$ cat config.mk
export PLATFORM = sky130hd
export DESIGN_NAME = mcfs_sequencer
export DESIGN_NICKNAME = d
export VERILOG_FILES = /design/src/core/mcfs_sequencer.v
export VERILOG_INCLUDE_DIRS = /design/src /design/src/shared
export SDC_FILE = /design/constraint.sdc
export NUM_CORES = 1
export LEC_CHECK = 0
export CELL_PAD_IN_SITES_DETAIL_PLACEMENT = 0
export CELL_PAD_IN_SITES_GLOBAL_PLACEMENT = 1
export CORE_ASPECT_RATIO = 1.1
export CORE_UTILIZATION = 25
export DETAILED_ROUTE_END_ITERATION = 6
export DONT_BUFFER_PORTS = 1
export GPL_TIMING_DRIVEN = 0
export MAX_ROUTING_LAYER = met4
export PLACE_DENSITY = 0.48
export SLEW_MARGIN = 15
export SYNTH_ARGS = -nofsm -noshare
export SYNTH_HDL_FRONTEND = slang
export SYNTH_SLANG_ARGS = --single-unit
$ cat constraint.sdc
create_clock -name pclk -period 7.55 [get_ports pclk]
set_clock_uncertainty 0.2 [all_clocks]
set_input_delay 0.3775 -clock pclk [delete_from_list [all_inputs] [get_ports pclk]]
set_output_delay 0.3775 -clock pclk [all_outputs]
set_load 0.05 [all_outputs]
$ cat src/shared/mcfs_defines.vh
// constants for the modem call/fax sequencer: register offsets, fields, codes, timing
// assumes a 40 MHz pclk and an apb register bus with 32-bit data
`ifndef MCFS_DEFINES_VH
`define MCFS_DEFINES_VH
// register byte offsets
`define MCFS_OPT_OFF        12'h000
`define MCFS_CMD_OFF        12'h004
`define MCFS_CTRL_OFF       12'h008
`define MCFS_STAT_OFF       12'h00c
`define MCFS_TXD_OFF        12'h010
`define MCFS_RXD_OFF        12'h014
`define MCFS_OPT_RST        8'h00
// option fields
`define MCFS_OPT_LATT_LSB   0
`define MCFS_OPT_TATT_LSB   3
`define MCFS_OPT_PPS_BIT    6
`define MCFS_OPT_DEF_BIT    7
`define MCFS_OPT_DIAL_BIT   5
// commands, written to the command register
`define MCFS_CMD_NONE       4'h0
`define MCFS_CMD_DIAL       4'h1
`define MCFS_CMD_ANSWER     4'h2
`define MCFS_CMD_FTX        4'h3
`define MCFS_CMD_FRX        4'h4
`define MCFS_CMD_HANGUP     4'h5
// result codes
`define MCFS_RES_NONE       3'h0
`define MCFS_RES_OK         3'h1
`define MCFS_RES_CONNECT    3'h2
`define MCFS_RES_RING       3'h3
`define MCFS_RES_NOCARRIER  3'h4
`define MCFS_RES_ERROR      3'h5
`define MCFS_RES_MISMATCH   3'h6
// rate codes
`define MCFS_RATE_300       2'h0
`define MCFS_RATE_1200      2'h1
`define MCFS_RATE_2400      2'h2
// characters
`define MCFS_CHR_NUL        8'h00
`define MCFS_CHR_RESUME     8'h11
`define MCFS_CHR_PAUSE      8'h13
// timing
`define MCFS_CLK_HZ         40000000
`define MCFS_ANS_TONE_MS    3000
`define MCFS_CALL_ON_MS     500
`define MCFS_CALL_OFF_MS    3000
`define MCFS_NULL_TO_MS     5000
`define MCFS_TRAIN_MS       100
`define MCFS_MS_CYC         (`MCFS_CLK_HZ / 1000)
`endif

$ cat src/core/mcfs_sequencer.v
// call origination, answering and fax data sequencing with an apb register file
// assumes line-side events (ring, carrier, dial done) arrive synchronous to pclk
`timescale 1ns/10ps
`default_nettype none
`include "mcfs_defines.vh"
module mcfs_sequencer #(
  parameter MS_CYC       = `MCFS_MS_CYC,
  parameter ANS_TONE_MS  = `MCFS_ANS_TONE_MS,
  parameter CALL_ON_MS   = `MCFS_CALL_ON_MS,
  parameter CALL_OFF_MS  = `MCFS_CALL_OFF_MS,
  parameter NULL_TO_MS   = `MCFS_NULL_TO_MS,
  parameter TRAIN_MS     = `MCFS_TRAIN_MS
) (
  input  wire        pclk,            // apb clock
  input  wire        presetn,         // async reset, low
  input  wire        clk_en,          // freezes state when low
  input  wire        psel,            // apb select
  input  wire        penable,         // apb enable
  input  wire        pwrite,          // apb direction
  input  wire [11:0] paddr,           // apb address
  input  wire [31:0] pwdata,          // apb write data
  output reg  [31:0] prdata,          // apb read data
  output wire        pready,          // apb ready
  output wire        pslverr,         // apb error
  input  wire        ring_det,        // one-cycle ring pulse
  input  wire        dial_done,       // dialer finished pulse
  input  wire        carrier_ok,      // selected carrier present
  input  wire        other_signal,    // non-selected signal seen
  input  wire        remote_2400,     // remote offers 2400
  input  wire        remote_300,      // remote originator offers 300
  input  wire        rx_valid,        // demodulated byte valid
  input  wire [7:0]  rx_byte,         // demodulated byte
  input  wire        tx_take,         // modulator takes a byte
  input  wire        parallel_mode,   // host interface parallel
  output reg         off_hook,        // line relay
  output reg         tone_on,         // tone generator on
  output reg         tone_2225,       // alternate answer tone, never asserted
  output reg         tone_1100,       // fax calling tone
  output reg         carrier_tx,      // modulator carrier on
  output reg         train_tx,        // training sequence active
  output reg  [7:0]  tx_byte,         // byte to modulator
  output reg         demod_on,        // demodulator active
  output reg         dial_start,      // dialer start pulse
  output reg         dial_pulse,      // pulse dial method
  output reg         pps_20,          // 20 pps pulse rate
  output reg  [3:0]  line_att_db2,    // line attenuation in 2 dB units
  output reg  [3:0]  tone_att_db2,    // tone attenuation in 2 dB units
  output reg         use_second_def,  // secondary default set
  output reg  [1:0]  line_rate,       // connection rate code
  output reg         async_10bit,     // async 10-bit characters
  output wire        cts,             // clear to send
  output wire        dsr              // data set ready
);
  // ==========================================================
  // states
  localparam ST_IDLE  = 4'h0;
  localparam ST_DIAL  = 4'h1;
  localparam ST_CALL  = 4'h2;
  localparam ST_ANST  = 4'h3;
  localparam ST_DHS   = 4'h4;
  localparam ST_FHS   = 4'h5;
  localparam ST_TRAIN = 4'h6;
  localparam ST_TXD   = 4'h7;
  localparam ST_NULL  = 4'h8;
  localparam ST_RSRCH = 4'h9;
  localparam ST_RXD   = 4'ha;
  function [31:0] ms2cyc;
    input [31:0] ms;
    ms2cyc = ms * MS_CYC;
  endfunction
  function [1:0] nego_rate;
    input orig_300;
    input both_2400;
    nego_rate = orig_300 ? `MCFS_RATE_300 : (both_2400 ? `MCFS_RATE_2400 : `MCFS_RATE_1200);
  endfunction
  // ==========================================================
  // registers
  reg  [7:0]  opt_reg;
  reg         fax_class_reg;
  reg  [7:0]  ring_count_reg;
  reg         offer_2400_reg;
  reg         offer_300_reg;
  reg  [7:0]  rings_seen_reg;
  reg  [3:0]  state_reg;
  reg  [2:0]  result_reg;
  reg         result_new_reg;
  reg  [31:0] timer_reg;
  reg  [7:0]  tx_hold_reg;
  reg         tx_full_reg;
  reg         last_null_reg;
  reg         tx_paused_reg;
  reg         rx_paused_reg;
  reg  [7:0]  rx_hold_reg;
  reg         rx_full_reg;
  reg         ring_flag_reg;
  reg         originate_reg;
  wire        acc    = psel && penable && clk_en;
  wire        wr     = acc && pwrite;
  wire        rd     = acc && !pwrite;
  wire        hit    = (paddr == `MCFS_OPT_OFF) || (paddr == `MCFS_CMD_OFF) ||
                       (paddr == `MCFS_CTRL_OFF) || (paddr == `MCFS_STAT_OFF) ||
                       (paddr == `MCFS_TXD_OFF) || (paddr == `MCFS_RXD_OFF);
  wire        cmd_wr = wr && (paddr == `MCFS_CMD_OFF);
  wire [3:0]  cmd    = cmd_wr ? pwdata[3:0] : `MCFS_CMD_NONE;
  wire        txd_wr = wr && (paddr == `MCFS_TXD_OFF);
  wire        rxd_rd = rd && (paddr == `MCFS_RXD_OFF);
  wire        is_fc  = (pwdata[7:0] == `MCFS_CHR_PAUSE) || (pwdata[7:0] == `MCFS_CHR_RESUME);
  assign pready  = 1'b1;
  assign pslverr = psel && penable && !hit;
  assign cts     = 1'b1;
  assign dsr     = parallel_mode;
  always @*
  begin
    prdata = 32'h00000000;
    case (paddr)
      `MCFS_OPT_OFF:  prdata = {24'h000000, opt_reg};
      `MCFS_CTRL_OFF: prdata = {14'h0000, offer_300_reg, offer_2400_reg, ring_count_reg, 7'h00, fax_class_reg};
      `MCFS_STAT_OFF: prdata = {18'h00000, rx_full_reg, tx_full_reg, ring_flag_reg, result_new_reg,
                                line_rate, result_reg, off_hook, state_reg};
      `MCFS_RXD_OFF:  prdata = {24'h000000, rx_hold_reg};
      default:        prdata = 32'h00000000;
    endcase
  end

  // decoded option outputs
  always @(posedge pclk or negedge presetn)
  begin
    if (!presetn)
    begin
      line_att_db2   <= 4'h0;
      tone_att_db2   <= 4'h0;
      pps_20         <= 1'b0;
      use_second_def <= 1'b0;
      dial_pulse     <= 1'b0;
      async_10bit    <= 1'b1;
    end
    else if (clk_en)
    begin
      line_att_db2   <= {1'b0, opt_reg[`MCFS_OPT_LATT_LSB +: 3]};
      tone_att_db2   <= {1'b0, opt_reg[`MCFS_OPT_TATT_LSB +: 3]};
      pps_20         <= opt_reg[`MCFS_OPT_PPS_BIT];
      use_second_def <= opt_reg[`MCFS_OPT_DEF_BIT];
      dial_pulse     <= opt_reg[`MCFS_OPT_DIAL_BIT];
      async_10bit    <= (line_rate != `MCFS_RATE_2400);
    end
  end

  // ==========================================================
  // sequencer
  always @(posedge pclk or negedge presetn)
  begin
    if (!presetn)
    begin
      opt_reg        <= `MCFS_OPT_RST;
      fax_class_reg  <= 1'b0;
      ring_count_reg <= 8'h00;
      offer_2400_reg <= 1'b1;
      offer_300_reg  <= 1'b0;
      rings_seen_reg <= 8'h00;
      state_reg      <= ST_IDLE;
      result_reg     <= `MCFS_RES_NONE;
      result_new_reg <= 1'b0;
      timer_reg      <= 32'h00000000;
      tx_hold_reg    <= 8'h00;
      tx_full_reg    <= 1'b0;
      last_null_reg  <= 1'b0;
      tx_paused_reg  <= 1'b0;
      rx_paused_reg  <= 1'b0;
      rx_hold_reg    <= 8'h00;
      rx_full_reg    <= 1'b0;
      ring_flag_reg  <= 1'b0;
      originate_reg  <= 1'b0;
      off_hook       <= 1'b0;
      tone_on        <= 1'b0;
      tone_2225      <= 1'b0;
      tone_1100      <= 1'b0;
      carrier_tx     <= 1'b0;
      train_tx       <= 1'b0;
      tx_byte        <= 8'h00;
      demod_on       <= 1'b0;
      dial_start     <= 1'b0;
      line_rate      <= `MCFS_RATE_1200;
    end
    else if (clk_en)
    begin
      dial_start <= 1'b0;
      if (wr && paddr == `MCFS_OPT_OFF)
        opt_reg <= pwdata[7:0];
      if (wr && paddr == `MCFS_CTRL_OFF)
      begin
        fax_class_reg  <= pwdata[0];
        ring_count_reg <= pwdata[15:8];
        offer_2400_reg <= pwdata[16];
        offer_300_reg  <= pwdata[17];
      end
      // status read clears result and ring flags; a new event wins
      if (rd && paddr == `MCFS_STAT_OFF)
      begin
        result_new_reg <= 1'b0;
        ring_flag_reg  <= 1'b0;
      end
      if (rxd_rd)
        rx_full_reg <= 1'b0;
      if (timer_reg != 32'h00000000)
        timer_reg <= timer_reg - 32'h00000001;

      case (state_reg)
        ST_IDLE:
        begin
          if (ring_det)
          begin
            ring_flag_reg  <= 1'b1;
            result_reg     <= `MCFS_RES_RING;
            result_new_reg <= 1'b1;
            rings_seen_reg <= rings_seen_reg + 8'h01;
          end
          if (cmd == `MCFS_CMD_DIAL)
          begin
            dial_start    <= 1'b1;
            originate_reg <= 1'b1;
            off_hook      <= 1'b1;
            state_reg     <= ST_DIAL;
            if (pwdata[8])
              opt_reg[`MCFS_OPT_DIAL_BIT] <= pwdata[9];
          end
          else if (cmd == `MCFS_CMD_ANSWER ||
                   (ring_det && ring_count_reg != 8'h00 && rings_seen_reg + 8'h01 >= ring_count_reg))
          begin
            off_hook       <= 1'b1;
            originate_reg  <= 1'b0;
            rings_seen_reg <= 8'h00;
            tone_on        <= 1'b1;
            tone_2225      <= opt_reg[`MCFS_OPT_DEF_BIT] ? 1'b0 : 1'b0;
            timer_reg      <= ms2cyc(ANS_TONE_MS);
            state_reg      <= ST_ANST;
          end
          else if (cmd == `MCFS_CMD_FTX)
          begin
            carrier_tx     <= 1'b1;
            train_tx       <= 1'b1;
            result_reg     <= `MCFS_RES_CONNECT;
            result_new_reg <= 1'b1;
            tx_byte        <= 8'hff;
            last_null_reg  <= 1'b0;
            timer_reg      <= ms2cyc(TRAIN_MS);
            state_reg      <= ST_TRAIN;
          end
          else if (cmd == `MCFS_CMD_FRX)
          begin
            demod_on  <= 1'b1;
            state_reg <= ST_RSRCH;
          end
        end
        ST_DIAL:
          if (dial_done)
          begin
            if (fax_class_reg)
            begin
              tone_on   <= 1'b1;
              tone_1100 <= 1'b1;
              timer_reg <= ms2cyc(CALL_ON_MS);
              state_reg <= ST_CALL;
            end
            else
            begin
              line_rate <= nego_rate(offer_300_reg, offer_2400_reg && remote_2400);
              state_reg <= ST_DHS;
            end
          end
        ST_CALL:
          if (carrier_ok)
          begin
            tone_on   <= 1'b0;
            tone_1100 <= 1'b0;
            state_reg <= ST_FHS;
          end
          else if (timer_reg == 32'h00000000)
          begin
            tone_on   <= !tone_on;
            timer_reg <= tone_on ? ms2cyc(CALL_OFF_MS) : ms2cyc(CALL_ON_MS);
          end
        ST_ANST:
          if (timer_reg == 32'h00000000)
          begin
            tone_on   <= 1'b0;
            tone_2225 <= 1'b0;
            if (fax_class_reg)
              state_reg <= ST_FHS;
            else
            begin
              line_rate <= nego_rate(remote_300, offer_2400_reg && remote_2400);
              state_reg <= ST_DHS;
            end
          end
        ST_TRAIN:
          if (timer_reg == 32'h00000000)
          begin
            train_tx  <= 1'b0;
            state_reg <= ST_TXD;
          end
        ST_TXD, ST_NULL:
        begin
          if (tx_take && tx_full_reg && !tx_paused_reg)
          begin
            tx_byte       <= tx_hold_reg;
            tx_full_reg   <= 1'b0;
            last_null_reg <= (tx_hold_reg == `MCFS_CHR_NUL);
            state_reg     <= ST_TXD;
          end
          else if (tx_take && !tx_full_reg && state_reg == ST_TXD)
          begin
            if (last_null_reg)
            begin
              tx_byte   <= `MCFS_CHR_NUL;
              timer_reg <= ms2cyc(NULL_TO_MS);
              state_reg <= ST_NULL;
            end
            else if (tx_byte != 8'hff || train_tx)
            begin
              carrier_tx     <= 1'b0;
              result_reg     <= `MCFS_RES_OK;
              result_new_reg <= 1'b1;
              state_reg      <= ST_IDLE;
            end
          end
          else if (state_reg == ST_NULL && timer_reg == 32'h00000000)
          begin
            carrier_tx     <= 1'b0;
            result_reg     <= `MCFS_RES_ERROR;
            result_new_reg <= 1'b1;
            state_reg      <= ST_IDLE;
          end
          if (txd_wr && state_reg == ST_NULL)
            timer_reg <= ms2cyc(NULL_TO_MS);
        end
        ST_RSRCH:
          if (carrier_ok)
          begin
            result_reg     <= `MCFS_RES_CONNECT;
            result_new_reg <= 1'b1;
            state_reg      <= ST_RXD;
          end
          else if (other_signal)
          begin
            demod_on       <= 1'b0;
            result_reg     <= `MCFS_RES_MISMATCH;
            result_new_reg <= 1'b1;
            state_reg      <= ST_IDLE;
          end
        ST_RXD:
          if (!carrier_ok)
          begin
            demod_on       <= 1'b0;
            result_reg     <= `MCFS_RES_NOCARRIER;
            result_new_reg <= 1'b1;
            state_reg      <= ST_IDLE;
          end
          else if (txd_wr && !is_fc)
          begin
            demod_on  <= 1'b0;
            state_reg <= ST_IDLE;
          end
          else if (rx_valid && !rx_full_reg && !rx_paused_reg)
          begin
            rx_hold_reg <= rx_byte;
            rx_full_reg <= 1'b1;
          end
        default:
          state_reg <= ST_IDLE;
      endcase

      // host characters: flow control codes steer both directions
      if (txd_wr && is_fc)
      begin
        tx_paused_reg <= (pwdata[7:0] == `MCFS_CHR_PAUSE);
        rx_paused_reg <= (pwdata[7:0] == `MCFS_CHR_PAUSE);
      end
      else if (txd_wr && !tx_full_reg && (state_reg == ST_TRAIN || state_reg == ST_TXD || state_reg == ST_NULL))
      begin
        tx_hold_reg <= pwdata[7:0];
        tx_full_reg <= 1'b1;
      end

      if (cmd == `MCFS_CMD_HANGUP)
      begin
        off_hook   <= 1'b0;
        tone_on    <= 1'b0;
        tone_1100  <= 1'b0;
        carrier_tx <= 1'b0;
        train_tx   <= 1'b0;
        demod_on   <= 1'b0;
        tx_full_reg <= 1'b0;
        state_reg  <= ST_IDLE;
      end
    end
  end
endmodule
`default_nettype wire

# --- Yosys cells after proc, flatten, opt, wreduce, memory -nomap -nowiden ---
# Cells that the tools add are included.
classes:
  add_sub_neg: 2
  mul: 0
  n_div: 0
  magnitude_cmp: 1
  n_eq_ne: 62
  shifts: 0
  n_mux: 146
  bitwise_logic: 2
  reduce_logical: 79
ops:
  columns: ["operator", "n"]
  rows:
  - ["$mux W32", 12]
  - ["$pmux W32 S4", 1]
  - ["$mux W4", 19]
  - ["$mux W8", 9]
  - ["$pmux W18 S4", 1]
  - ["$mux W1", 70]
  - ["$ne A3 B3 Y1 const B", 19]
  - ["$mux W3", 13]
  - ["$logic_not A32 Y1", 1]
  - ["$pmux W4 S8", 1]
  - ["$reduce_bool A32 Y1", 1]
  - ["$sub A32 B1 Y32 const B", 1]
  - ["$mux W27", 1]
  - ["$logic_and A1 B1 Y1", 26]
  - ["$eq A12 B4 Y1 const B", 2]
  - ["$eq A12 B5 Y1 const B", 2]
  - ["$ne A2 B2 Y1 const B", 12]
  - ["$ne A4 B4 Y1 const B", 6]
  - ["$reduce_and A6 Y1", 3]
  - ["$reduce_and A9 Y1", 2]
  - ["$eq A4 B2 Y1 const B", 4]
  - ["$eq A4 B3 Y1 const B", 4]
  - ["$eq A8 B5 Y1 const B", 2]
  - ["$pmux W8 S2", 1]
  - ["other kinds (34)", 79]
word_totals:
  ff_bits: 116
  latchBits: 0
  ramBits: 0
  rom_bits: 0
  out_inout_bits: 66
  mem_count: 0

# --- Logic depth before layout (Yosys ltp) ---
# Gate-level depths: netlist of the first run.
logic_depth:
  word_depth: 12
  depth_mapped: 14
  mapped_depth_nobuf: 13

# --- Least setup slack after synthesis of the first run ---
# Ideal clock, no wire load.
synth_path:
  path_kind: "reg-to-reg"
  from: "register rings_seen_reg[0]"
  to: "register timer_reg[28]"
  setup_ns: 0.083
  t_arrival_ns: 2.961
  required_ns: 7.267
  setup_slack_ns: 4.306
  stages_incl_launch_ff: 15
  n_path_buf: 1
  synth_period_minus_slack_ns: 3.244
  path_cell_list: "dfrtp_1 > and3_1 > nand3_1 > nor2_1 > xor2_1 > ha_1 > or4_1 > a21oi_1 > a211oi_1 > a21bo_2 > o21ai_1 > and4_1 > clkbuf_1 > a21boi_0 > o21ai_0"
synth_between:
  elab_chain_len: 7
synth_lines:
  columns: ["item", "line_no", "rtl"]
  rows:
  - ["from (decl)", "mcfs_sequencer.v:83", "reg [7:0] rings_seen_reg;"]
  - ["from (signal assigned)", "mcfs_sequencer.v:215", "rings_seen_reg <= rings_seen_reg + 8'h01;"]
  - ["$add A8 B1 Y8", "mcfs_sequencer.v:227", "(ring_det && ring_count_reg != 8'h00 && rings_seen_reg + 8'h01 >= ring_count_reg))"]
  - ["$ge A8 B8 Y1", "mcfs_sequencer.v:227", null]
  - ["$logic_and A1 B1 Y1", "mcfs_sequencer.v:227", null]
  - ["$logic_or A1 B1 Y1", "mcfs_sequencer.v:226", "else if (cmd == `MCFS_CMD_ANSWER ||"]
  - ["$mux W32", "mcfs_sequencer.v:226", null]
  - ["$mux W32", "mcfs_sequencer.v:217", "if (cmd == `MCFS_CMD_DIAL)"]
  - ["$pmux W32 S4", "mcfs_sequencer.v:207", "case (state_reg)"]
  - ["to (signal assigned)", "mcfs_sequencer.v:205", "timer_reg <= timer_reg - 32'h00000001;"]
  - ["to (signal assigned)", "mcfs_sequencer.v:234", "timer_reg <= ms2cyc(ANS_TONE_MS);"]
  - ["to (signal assigned)", "mcfs_sequencer.v:245", "timer_reg <= ms2cyc(TRAIN_MS);"]
  - ["to (decl)", "mcfs_sequencer.v:87", "reg [31:0] timer_reg;"]
# Every way passes these cells.
# A chain may end at the register's enable or synchronous reset.

# --- Final worst setup path of the first run ---
# Ends and elaborated chain as after synthesis.

==> results of run 1 <==
critical path, cell delays in order, from the launching register on:
cell	delay [ns]
dfrtp_1	0.45
ha_1	0.26
nand3_1	0.13
nor2_1	0.16
xor2_1	0.21
ha_1	0.30
a21oi_1	0.15
a21boi_0	0.18
a32oi_1	0.19
a21bo_2	0.30
o21ai_1	0.67
and4_1	0.31
clkbuf_1	0.41
a21boi_0	0.15
o21ai_0	0.16
cells in the final DEF (no fill, tap or decap), types with 11 or more instances in the layout:
cell type	n
a21oi_1	43
dlygate4sd3_1	28
nor4_1	13
o21ai_0	60
nor2_1	58
nand3_1	34
clkbuf_16	17
conb_1	19
ha_1	12
nor3_1	31
nand4_1	13
a31oi_1	11
inv_1	32
and2_1	12
mux2_2	35
dfrtp_1	111
nand2b_1	18
clkbuf_1	35
nand2_1	88
buf_4	21
routing by layer:
layer	share of wire, %	wire length (um)
met1	45	12000
met3	5.1	1360
met5	0	0
met4	1.9	523
met2	48	13000
worst paths after layout:
check	slack (ns)	to	cells after the start
hold / removal	0.02	ring_flag_reg	2
hold reg to reg	0.30	ring_flag_reg	2
setup reg to reg	3.24	timer_reg[28]	14
max in group asynchronous	6.27	fax_class_reg	2
setup / recovery	3.24	timer_reg[28]	14
min in group asynchronous	0.38	timer_reg[5]	2
repair_timing:
action                                 4_1_cts  5_1_grt
gates resized for setup                      0        0
hold buffers                                29        0
endpoints found under the hold margin      147        0
kinds of logic (layout without fill, tap and decap cells):
kind of cell    after synthesis  in the layout  synth area share (%)
buf+inv                      92            153                  6.09
mux                          36             36                  5.68
xor+xnor                      8              8                 0.986
fa+ha+maj                    12             12                  2.11
simple gates                329            329                  24.3
compound gates              219            219                  20.6
other cells                   2             19                 0.106
flops                       114            114                  40.2
area by class of cell:
class,count,area (um^2)
Buffer,59,309
Clock buffer,19,433
Clock inverter,13,184
Fill cell,3078,19300
Inverter,33,124
Multi-Input combinational cell,623,3900
Sequential cell,114,2860
Tap cell,363,454
Timing Repair Buffer,29,308
metrics by stage:
stage	cells	hold WS, ns	worst slack [ns]
floorplan	829	-0.118	4.31
global placement	1192	-0.108	3.22
detailed placement	1192	-0.106	3.25
CTS	1253	0.00761	3.21
global route	1253	0.0474	2.86
finish	1253	0.0212	3.24
power by group through the flow:
stage          Sequential (mW)  Clock, mW  Combinational [mW]
2_1_floorplan            0.922          0               0.557
3_3_place_gp             0.968          0               0.778
3_5_place_dp             0.967          0               0.776
4_1_cts                  0.957      0.891               0.808
5_1_grt                  0.978      0.915               0.889
6_report                 0.957      0.869               0.804
==> flow_metrics.py, run 1 <==
metrics = {
    "outcome": {
        "status": "completed",
    },
    "global_routing": {
        "met1_usage_pct": 24.3,
        "antenna_found_initial": 0,
        "grt.busiest_layer": "met2",
        "grt.met2_usage_pct": 31.5,
        "grt_max_degree": 115,
        "track_usage_pct": 19.5,
        "met3_usage_pct": 4.21,
        "grt_pass1_wl_mm": 40.8,
        "grt_overflow": 0,
        "grt_pass1_vias": 6604,
    },
    "finish": {
        "antenna_cells": 0,
        "fin_nets": 956,
        "final_core_util_pct": 30.7,
        "final_area_um2": 8570,
        "area_delta_synth_final_pct": 20.5,
        "largest_reg_flops": 32,
        "drive_gt1_share_pct": 12.8,
    },
    "synthesis": {
        "ys_seq_area_share_pct": 40.2,
        "synth_cell_types": 75,
        "ys_top_cells_by_area": "dfrtp_1 39%, mux2_2 5.5%, nand2_1 4.6%",
        "ys.flop_type": "dfrtp_1",
        "avgSynthCellArea_um2": 8.76,
        "async_flop_share_pct": 100,
        "synth.most_common_cell": "dfrtp_1",
        "yosysTopAreaCell": "dfrtp_1",
        "synth-seq-cells": 114,
        "netlist_area_um2": 7110,
        "synth_cells": 812,
        "yosys_warnings": 0,
        "synth_top_cell_area_share_pct": 39.1,
        "synth_common_cells": "111 x dfrtp_1, 88 x nand2_1, 60 x o21ai_0",
        "synth-edff-count": 0,
    },
    "power": {
        "total_power_mw": 2.63,
        "swShare_pct": 40.5,
        "powerDensity_nw_per_um2": 307,
        "internal-power_mw": 1.56,
        "power.leakage_nw": 3.64,
        "combPwrFrac_pct": 30.6,
        "switchingPower_mw": 1.07,
        "seqPwrFrac_pct": 36.4,
        "vdd_ir_drop_max_mv": 0.134,
        "pwr-share-clk_pct": 33.0,
    },
    "clock_tree": {
        "cts.htree.levels": 4,
        "ctsRootBufferMaster": "clkbuf_16",
        "clock_path_buffers": 2,
        "clk_latency_ns": 0.43,
        "path_clk_slew_ns": 0.06,
        "cts_tree": "yes",
        "cts_setup_buffers": 0,
        "cts_buffers": 17,
        "cts_sinks": 114,
    },
    "floorplanning": {
        "initial_core_util_pct": 25.5,
        "ios": 133,
        "die_h_um": 179,
        "row_count": 64,
        "core-area_um2": 27900,
        "dieArea_um2": 29100,
        "die_x_um": 163,
    },
    "sta": {
        "rsz0062_at_grt": "no",
        "final-hold-violation-count": 0,
        "setup_viol": 0,
        "relSlewSlack_pct": 33.1,
        "worstMarginPinSlew_ns": 0.995,
        "setup_tns_ns": 0,
        "maxSlewViolCount": 0,
        "finalCritPeriodShare_pct": 57.1,
        "period_needed_ns": 4.31,
        "fmax_mhz": 232,
    },
    "setup_path": {
        "r2r_start": "rings_seen_reg[0]",
        "cp.arrival_ns": 4.46,
        "start_kind": "flip-flop",
        "crit_type": "flip-flop to flip-flop",
        "cp-end-kind": "flip-flop",
        "worstSetupStartpoint": "rings_seen_reg[0]",
        "required_ns": 7.70,
        "crit_fanout": 9,
    },
    "placed_design": {
        "routabilityCongestion": 0.829,
        "dpl_cell_area_um2": 7630,
        "io_buffers": 0,
        "place_hpwl_mm": 19.8,
    },
    "detailed_routing": {
        "wire_per_inst_um": 21.5,
        "viasPerCell": 5.21,
        "vias": 6532,
        "first_iter_violations": 393,
        "drtAntennaViolNets": 0,
        "drcViolationCount": 0,
        "first_pass_iters": 5,
        "routed_wl_mm": 26.9,
    },
    "worst_hold_path": {
        "hp-start": "ring_det",
        "hp-class": "primary input to flip-flop",
    },
    "flow_run": {
        "cap_violations": 0,
    },
}
Note: power is estimated with default switching activity, not from simulation.
==> run 2: changes to the inputs <==
==> constraint.sdc (replaced) <==
create_clock -name pclk -period 4.05 [get_ports pclk]
set_clock_uncertainty 0.2 [all_clocks]
set_input_delay 0.2025 -clock pclk [delete_from_list [all_inputs] [get_ports pclk]]
set_output_delay 0.2025 -clock pclk [all_outputs]
set_load 0.05 [all_outputs]
==> run 2 against run 1 <==
Net effect: combinational power is 89% higher; non-clock buffer count grew 5; sequential power is 87% higher; fmax is 10% higher; hold slack improved by 0.0065 ns; clock power up 86%; routed wire length up 0.30%; core utilization grew 0.30 points; flip-flop and latch count did not move; via count is 0.40% higher; critical endpoint is now timer_reg[9]; highest routed layer unchanged.
==> flow_metrics.py, run 2 (synthesis gave the netlist of run 1 again) <==
metrics = {
    "outcome": {
        "status": "completed",
    },
    "power": {
        "pwr-share-clk_pct": 32.9,
        "switchingPower_mw": 2.00,
        "internal-power_mw": 2.93,
        "combPwrFrac_pct": 30.8,
        "power.leakage_nw": 3.67,
        "powerDensity_nw_per_um2": 570,
        "vdd_ir_drop_max_mv": 0.251,
        "seqPwrFrac_pct": 36.3,
        "swShare_pct": 40.6,
    },
    "detailed_routing": {
        "drtAntennaViolNets": 0,
        "routed_wl_mm": 27.0,
        "first_pass_iters": 5,
        "viasPerCell": 5.21,
        "wire_per_inst_um": 21.5,
        "first_iter_violations": 413,
        "vias": 6558,
        "drcViolationCount": 0,
    },
    "clock_tree": {
        "ctsRootBufferMaster": "clkbuf_16",
        "cts_sinks": 114,
        "clk_latency_ns": 0.43,
        "clock_path_buffers": 2,
        "cts_tree": "yes",
        "cts_buffers": 17,
        "cts.htree.levels": 4,
        "path_clk_slew_ns": 0.06,
    },
    "sta": {
        "fin_ws_ns": 0.143,
        "period_needed_ns": 3.91,
        "finalCritPeriodShare_pct": 96.5,
        "relSlewSlack_pct": 29.9,
        "setup_viol": 0,
        "worstMarginPinSlew_ns": 1.04,
        "rsz0062_at_grt": "no",
        "maxSlewViolCount": 0,
        "final-hold-violation-count": 0,
        "fmax_mhz": 256,
    },
    "placed_design": {
        "io_buffers": 0,
        "dpl_cell_area_um2": 7630,
        "place_hpwl_mm": 19.8,
        "post-place-ws_ns": -0.253,
        "routabilityCongestion": 0.829,
    },
    "setup_path": {
        "required_ns": 4.17,
        "cp.arrival_ns": 4.02,
        "start_kind": "flip-flop",
        "ff2ff_setup_slack_ns": 0.14,
        "cp-end-kind": "flip-flop",
        "crit_fanout": 10,
        "crit_type": "flip-flop to flip-flop",
    },
    "global_routing": {
        "grt_overflow": 0,
        "grt_max_degree": 115,
        "antenna_found_initial": 0,
        "track_usage_pct": 19.6,
        "grt_pass1_wl_mm": 41.0,
        "grt_pass1_vias": 6631,
    },
    "finish": {
        "multi_input_area_um2": 3930,
        "final_area_um2": 8650,
        "seq_area_um2": 2860,
        "area_delta_synth_final_pct": 21.7,
        "drive_gt1_share_pct": 13.6,
        "n_fill_cell": 3072,
        "final_common_cell": "dfrtp_1",
        "final_cell_mix": "111 x dfrtp_1, 87 x nand2_1, 59 x o21ai_0",
        "fin_nets": 961,
        "largest_reg_flops": 32,
        "antenna_cells": 0,
    },
    "floorplanning": {
        "die_x_um": 163,
        "die_h_um": 179,
        "initial_core_util_pct": 25.5,
        "core-area_um2": 27900,
        "ios": 133,
        "row_count": 64,
        "dieArea_um2": 29100,
    },
    "flow_run": {
        "cap_violations": 0,
    },
    "worst_hold_path": {
        "hp-class": "primary input to flip-flop",
    },
}
-- run 2: changes by cell type in the layout (fill, tap and decap cells not counted), sizes merged --
cell | before | now
buf | 27 | 29
dlygate4sd3 | 28 | 33
clkbuf | 52 | 50
-- run 2: power groups by stage --
| stage | combinational (mW) | clock [mW] | sequential (mW) |
|---|---|---|---|
| floorplan | 1.04 | 0 | 1.72 |
| global placement | 1.45 | 0 | 1.81 |
| detailed placement | 1.45 | 0 | 1.80 |
| CTS | 1.52 | 1.66 | 1.78 |
| global route | 1.68 | 1.71 | 1.83 |
| finish | 1.52 | 1.62 | 1.79 |
-- run 2: final cells by class --
| cell class | count | share of cell area, % |
|---|---|---|
| Buffer | 57 | 3.50 |
| Timing Repair Buffer | 36 | 4.31 |
| Sequential cell | 114 | 33.0 |
| Tap cell | 363 | 5.25 |
| Inverter | 33 | 1.43 |
| Clock buffer | 19 | 5.00 |
| Clock inverter | 13 | 2.13 |
| Multi-Input combinational cell | 623 | 45.4 |
-- run 2: path summary, 6_finish.rpt --
kind / end / start / cells past startpoint
worst max register to register: timer_reg[9] / timer_reg[26] / 9
worst min register to register: ring_flag_reg / ring_flag_reg / 2
max in group asynchronous: fax_class_reg / presetn / 2
worst min-delay path: rx_paused_reg / paddr[2] / 4
worst max-delay path: timer_reg[9] / timer_reg[26] / 9
min in group asynchronous: timer_reg[1] / presetn / 2
-- run 2: timing repair --
| item | 4_1_cts | 5_1_grt |
|---|---|---|
| buffers inserted | 0 | 2 |
| pin swaps | 0 | 1 |
| hold endpoints to repair | 157 | 0 |
| hold buffers | 34 | 0 |
| endpoints found under the setup margin | 19 | 27 |
| gates resized for setup | 2 | 8 |
-- run 2: layer usage --
layer | wire length [um] | track usage, %
met1 | 12100 | 24.6
met2 | 13100 | 31.7
met3 | 1220 | 4.00
met4 | 519 | 6.00
met5 | 0 | -
-- run 2: critical path, stage by stage (launching register included) --
cell and delay [ns]:
dfrtp_1 0.44, or4_1 0.64, nor4_1 0.57, nor4b_4 0.60, inv_2 0.10, buf_6 0.17, o31a_1 0.29, nor3_1 0.47
a21oi_1 0.09, o22a_1 0.22
-- run 2: per-stage QoR --
| step | util [%] | cells | hold slack (ns) | total power, mW | TNS (ns) |
|---|---|---|---|---|---|
| 2_1_floorplan | - | 829 | -0.293 | 2.76 | 0 |
| 3_3_place_gp | 27.4 | 1192 | -0.283 | 3.26 | -2.64 |
| 3_5_place_dp | 27.4 | 1192 | -0.281 | 3.25 | -2.50 |
| 4_1_cts | 30.9 | 1257 | 0.00726 | 4.96 | 0 |
| 5_1_grt | 31.0 | 1258 | 0.0383 | 5.21 | 0 |
| 6_report | 31.0 | 1258 | 0.0277 | 4.93 | 0 |
==> run 3: changes to the inputs <==
--- a/config.mk
+++ b/config.mk
@@ -6,6 +6,7 @@
 export SDC_FILE = /design/constraint.sdc
 export NUM_CORES = 1
 export LEC_CHECK = 0
+export ABC_AREA = 1
 export CELL_PAD_IN_SITES_DETAIL_PLACEMENT = 0
 export CELL_PAD_IN_SITES_GLOBAL_PLACEMENT = 1
 export CORE_ASPECT_RATIO = 1.1
@@ -14,7 +15,7 @@
 export DONT_BUFFER_PORTS = 1
 export GPL_TIMING_DRIVEN = 0
 export MAX_ROUTING_LAYER = met4
-export PLACE_DENSITY = 0.48
+export PLACE_DENSITY = 0.5
 export SLEW_MARGIN = 15
 export SYNTH_ARGS = -nofsm -noshare
 export SYNTH_HDL_FRONTEND = slang
==> run 3 against run 2 <==
Net effect: die area increased by 9.4%; critical endpoint is now timer_reg[23]; combinational power increased by 36%; global-route usage decreased by 0.29 points; largest power group is now combinational logic; critical path depth increased by 10; largest cell class unchanged; routed wire length increased by 5.9%.
==> flow_metrics.py, run 3 <==
metrics = {
    "global_routing": {
        "grt_pass1_wl_mm": 44.2,
        "grt_overflow": 0,
        "grt_max_degree": 115,
        "antenna_found_initial": 0,
        "track_usage_pct": 19.3,
        "grt_pass1_vias": 7444,
    },
    "sta": {
        "setup_viol": 0,
        "period_needed_ns": 3.60,
        "setup_tns_ns": 0,
        "finalCritPeriodShare_pct": 88.8,
        "final-hold-violation-count": 0,
        "worstMarginPinSlew_ns": 1.15,
        "rsz0062_at_grt": "no",
        "maxSlewViolCount": 0,
        "relSlewSlack_pct": 23.2,
        "fmax_mhz": 278,
    },
    "setup_path": {
        "crit_fanout": 10,
        "start_kind": "flip-flop",
        "cp.depth": 19,
        "cp_num_buf_inv": 3,
        "cp.arrival_ns": 3.74,
        "cp-endpoint": "timer_reg[23]",
        "crit_type": "flip-flop to flip-flop",
        "slowest_stage": "dfrtp_1",
        "cp-end-kind": "flip-flop",
        "required_ns": 4.20,
        "worst_r2r_path_depth": 19,
        "crit_top_cell": "nand2_1",
        "cp_top_family": "simple AND/OR/NAND/NOR gates",
        "critPathMaxStageDelay_ns": 0.36,
        "reg2reg_to": "timer_reg[23]",
        "ff2ff_setup_slack_ns": 0.45,
        "path_cells": "inv_1 > nor3_2 > nand4_1 > nor2_1 > xnor2_1 > inv_1 > ha_1 > nand2_1 > inv_1 > nor2_1 > o21a_1 > nand2_1 > nand2_1 > nand2_1 > nand2_4 > nand2_1 > nand3_1 > nand2_1 > o21ai_1",
        "worstSetupStartpoint": "rings_seen_reg[2]",
        "r2r_start": "rings_seen_reg[2]",
    },
    "detailed_routing": {
        "drtAntennaViolNets": 0,
        "top_layer_used": "met4",
        "viasPerCell": 4.56,
        "met3WireLength_mm": 1.08,
        "drcViolationCount": 0,
        "wire_per_inst_um": 17.9,
        "routed_wl_mm": 28.6,
        "first_pass_iters": 4,
        "wl_met2_mm": 13.9,
        "first_iter_violations": 466,
        "vias": 7313,
        "wl_met1_mm": 12.9,
    },
    "finish": {
        "largest_reg_flops": 32,
        "antenna_cells": 0,
        "area_delta_synth_final_pct": 21.6,
        "final_common_cell": "nand2_1",
        "drive_gt1_share_pct": 12.0,
        "final_cell_mix": "278 x nand2_1, 164 x nor2_1, 111 x dfrtp_1",
        "fin_nets": 1254,
        "multi_input_area_um2": 4250,
        "seq_area_um2": 2860,
        "n_fill_cell": 3426,
    },
    "floorplanning": {
        "core-area_um2": 30500,
        "die_h_um": 187,
        "row_count": 67,
        "die_x_um": 170,
        "dieArea_um2": 31800,
        "initial_core_util_pct": 25.5,
        "ios": 133,
    },
    "clock_tree": {
        "path_clk_slew_ns": 0.06,
        "ctsRootBufferMaster": "clkbuf_16",
        "clk_latency_ns": 0.42,
        "cts_sinks": 114,
        "cts.htree.levels": 4,
        "clock_path_buffers": 2,
        "cts_buffers": 17,
        "cts_setup_buffers": 0,
        "cts_tree": "yes",
    },
    "power": {
        "combPwrFrac_pct": 36.8,
        "pwr-share-clk_pct": 28.4,
        "power.leakage_nw": 4.53,
        "switchingPower_mw": 2.47,
        "total_power_mw": 5.62,
        "swShare_pct": 43.9,
        "internal-power_mw": 3.15,
        "seqPwrFrac_pct": 34.7,
        "vdd_ir_drop_max_mv": 0.253,
        "powerDensity_nw_per_um2": 594,
    },
    "flow_run": {
        "cap_violations": 0,
    },
    "synthesis": {
        "ys.flop_type": "dfrtp_1",
        "ys_seq_area_share_pct": 36.7,
        "avgSynthCellArea_um2": 7.12,
        "yosys_warnings": 0,
        "yosysTopAreaCell": "dfrtp_1",
        "synth_common_cells": "278 x nand2_1, 164 x nor2_1, 111 x dfrtp_1",
        "synth_top_cell_area_share_pct": 35.7,
        "netlist_area_um2": 7780,
        "ys_top_cells_by_area": "dfrtp_1 36%, nand2_1 13%, nor2_1 7.9%",
        "synth-seq-cells": 114,
        "synth-edff-count": 0,
        "async_flop_share_pct": 100,
        "synth_cells": 1093,
        "synth_cell_types": 56,
        "synth.most_common_cell": "nand2_1",
    },
    "worst_hold_path": {
        "hp-class": "primary input to flip-flop",
    },
    "placed_design": {
        "routabilityCongestion": 0.873,
        "place_hpwl_mm": 22.4,
        "io_buffers": 0,
    },
    "outcome": {
        "status": "completed",
    },
}
[run 3: cell types whose count changed after synthesis, sizes merged, moves of 12 or more]
| cell | change |
|---|---|
| nand2 | +207 |
| nor2 | +125 |
| o211ai | +12 |
| xor2 | +14 |
| nand3 | +41 |
| nand2b | -18 |
| nor3 | -13 |
| inv | +91 |
| and2 | -12 |
| clkbuf | -17 |
| mux2 | -27 |
[run 3: worst min path at each step]
| stage | slack [ns] | end | depth (start not counted) | startpoint |
|---|---|---|---|---|
| after detailed placement | -0.29 | timer_reg[28] | 0 | presetn |
| after global routing | 0.05 | off_hook | 4 | pwdata[1] |
| after CTS | 0.001 | tx_full_reg | 5 | pwdata[2] |
| after global placement | -0.29 | timer_reg[28] | 0 | presetn |
| after floorplan | -0.29 | carrier_tx | 0 | presetn |
| final | 0.02 | tx_full_reg | 5 | pwdata[2] |
[run 3: final cells by class]
cell class	instances	area share (%)
multi-input cells	824	44.9
inverters	128	5.09
repair buffers	46	5.05
clock buffers	23	5.15
clock inverters	9	1.35
flip-flops and latches	114	30.2
well taps	414	5.47
plain buffers	44	2.83
[run 3: timing repair]
| item | in CTS | in global routing |
|---|---|---|
| endpoints found under the setup margin | 0 | 19 |
| resized for setup | 0 | 2 |
| endpoints found under the hold margin | 164 | 0 |
| hold buffers | 46 | 0 |
[run 3: stage by stage]
step           utilization (%)  area, um^2  setup WS, ns  std cells  hold WS [ns]
6_report                  31.0        9470         0.455       1602        0.0166
5_1_grt                   31.0        9470        0.0261       1602        0.0463
4_1_cts                   31.0        9460         0.201       1602      0.000974
3_5_place_dp              27.4        8370         0.239       1524        -0.287
3_3_place_gp              27.4        8370         0.257       1524        -0.288
2_1_floorplan                -        7850          1.18       1110        -0.293
[run 3: cells by family (layout without fill, tap and decap cells)]
kind of cell    after synthesis  count (layout)  synth area share, %
other cells                   2              19               0.0965
fa+ha+maj                    12              12                 1.93
mux                           8               8                 1.16
compound gates              141             141                 11.1
xor+xnor                     27              27                 3.04
simple gates                617             617                 36.4
flops                       114             114                 36.7
buf+inv                     172             250                 9.63
[run 3: metal layers]
layer | track usage (%) | up-vias
met4 | 6.62 | 0
met2 | 31.7 | 158
li1 | - | 3684
met1 | 23.5 | 3441
met3 | 3.77 | 30
met5 | - | -
[run 3: power groups by stage]
| stage | sequential (mW) | clock [mW] | combinational [mW] |
|---|---|---|---|
| 6_report | 1.95 | 1.60 | 2.07 |
| 5_1_grt | 1.99 | 1.69 | 2.37 |
| 4_1_cts | 1.96 | 1.64 | 2.09 |
| 3_5_place_dp | 1.98 | 0 | 1.98 |
| 3_3_place_gp | 1.98 | 0 | 1.98 |
| 2_1_floorplan | 1.86 | 0 | 1.53 |
[run 3: tightest hold or removal path, cell delays in order]
cell     delay, ns
nand4_1       0.08
nor2_1        0.05
nand2_1       0.12
nand3_1       0.08
o21ai_1       0.06
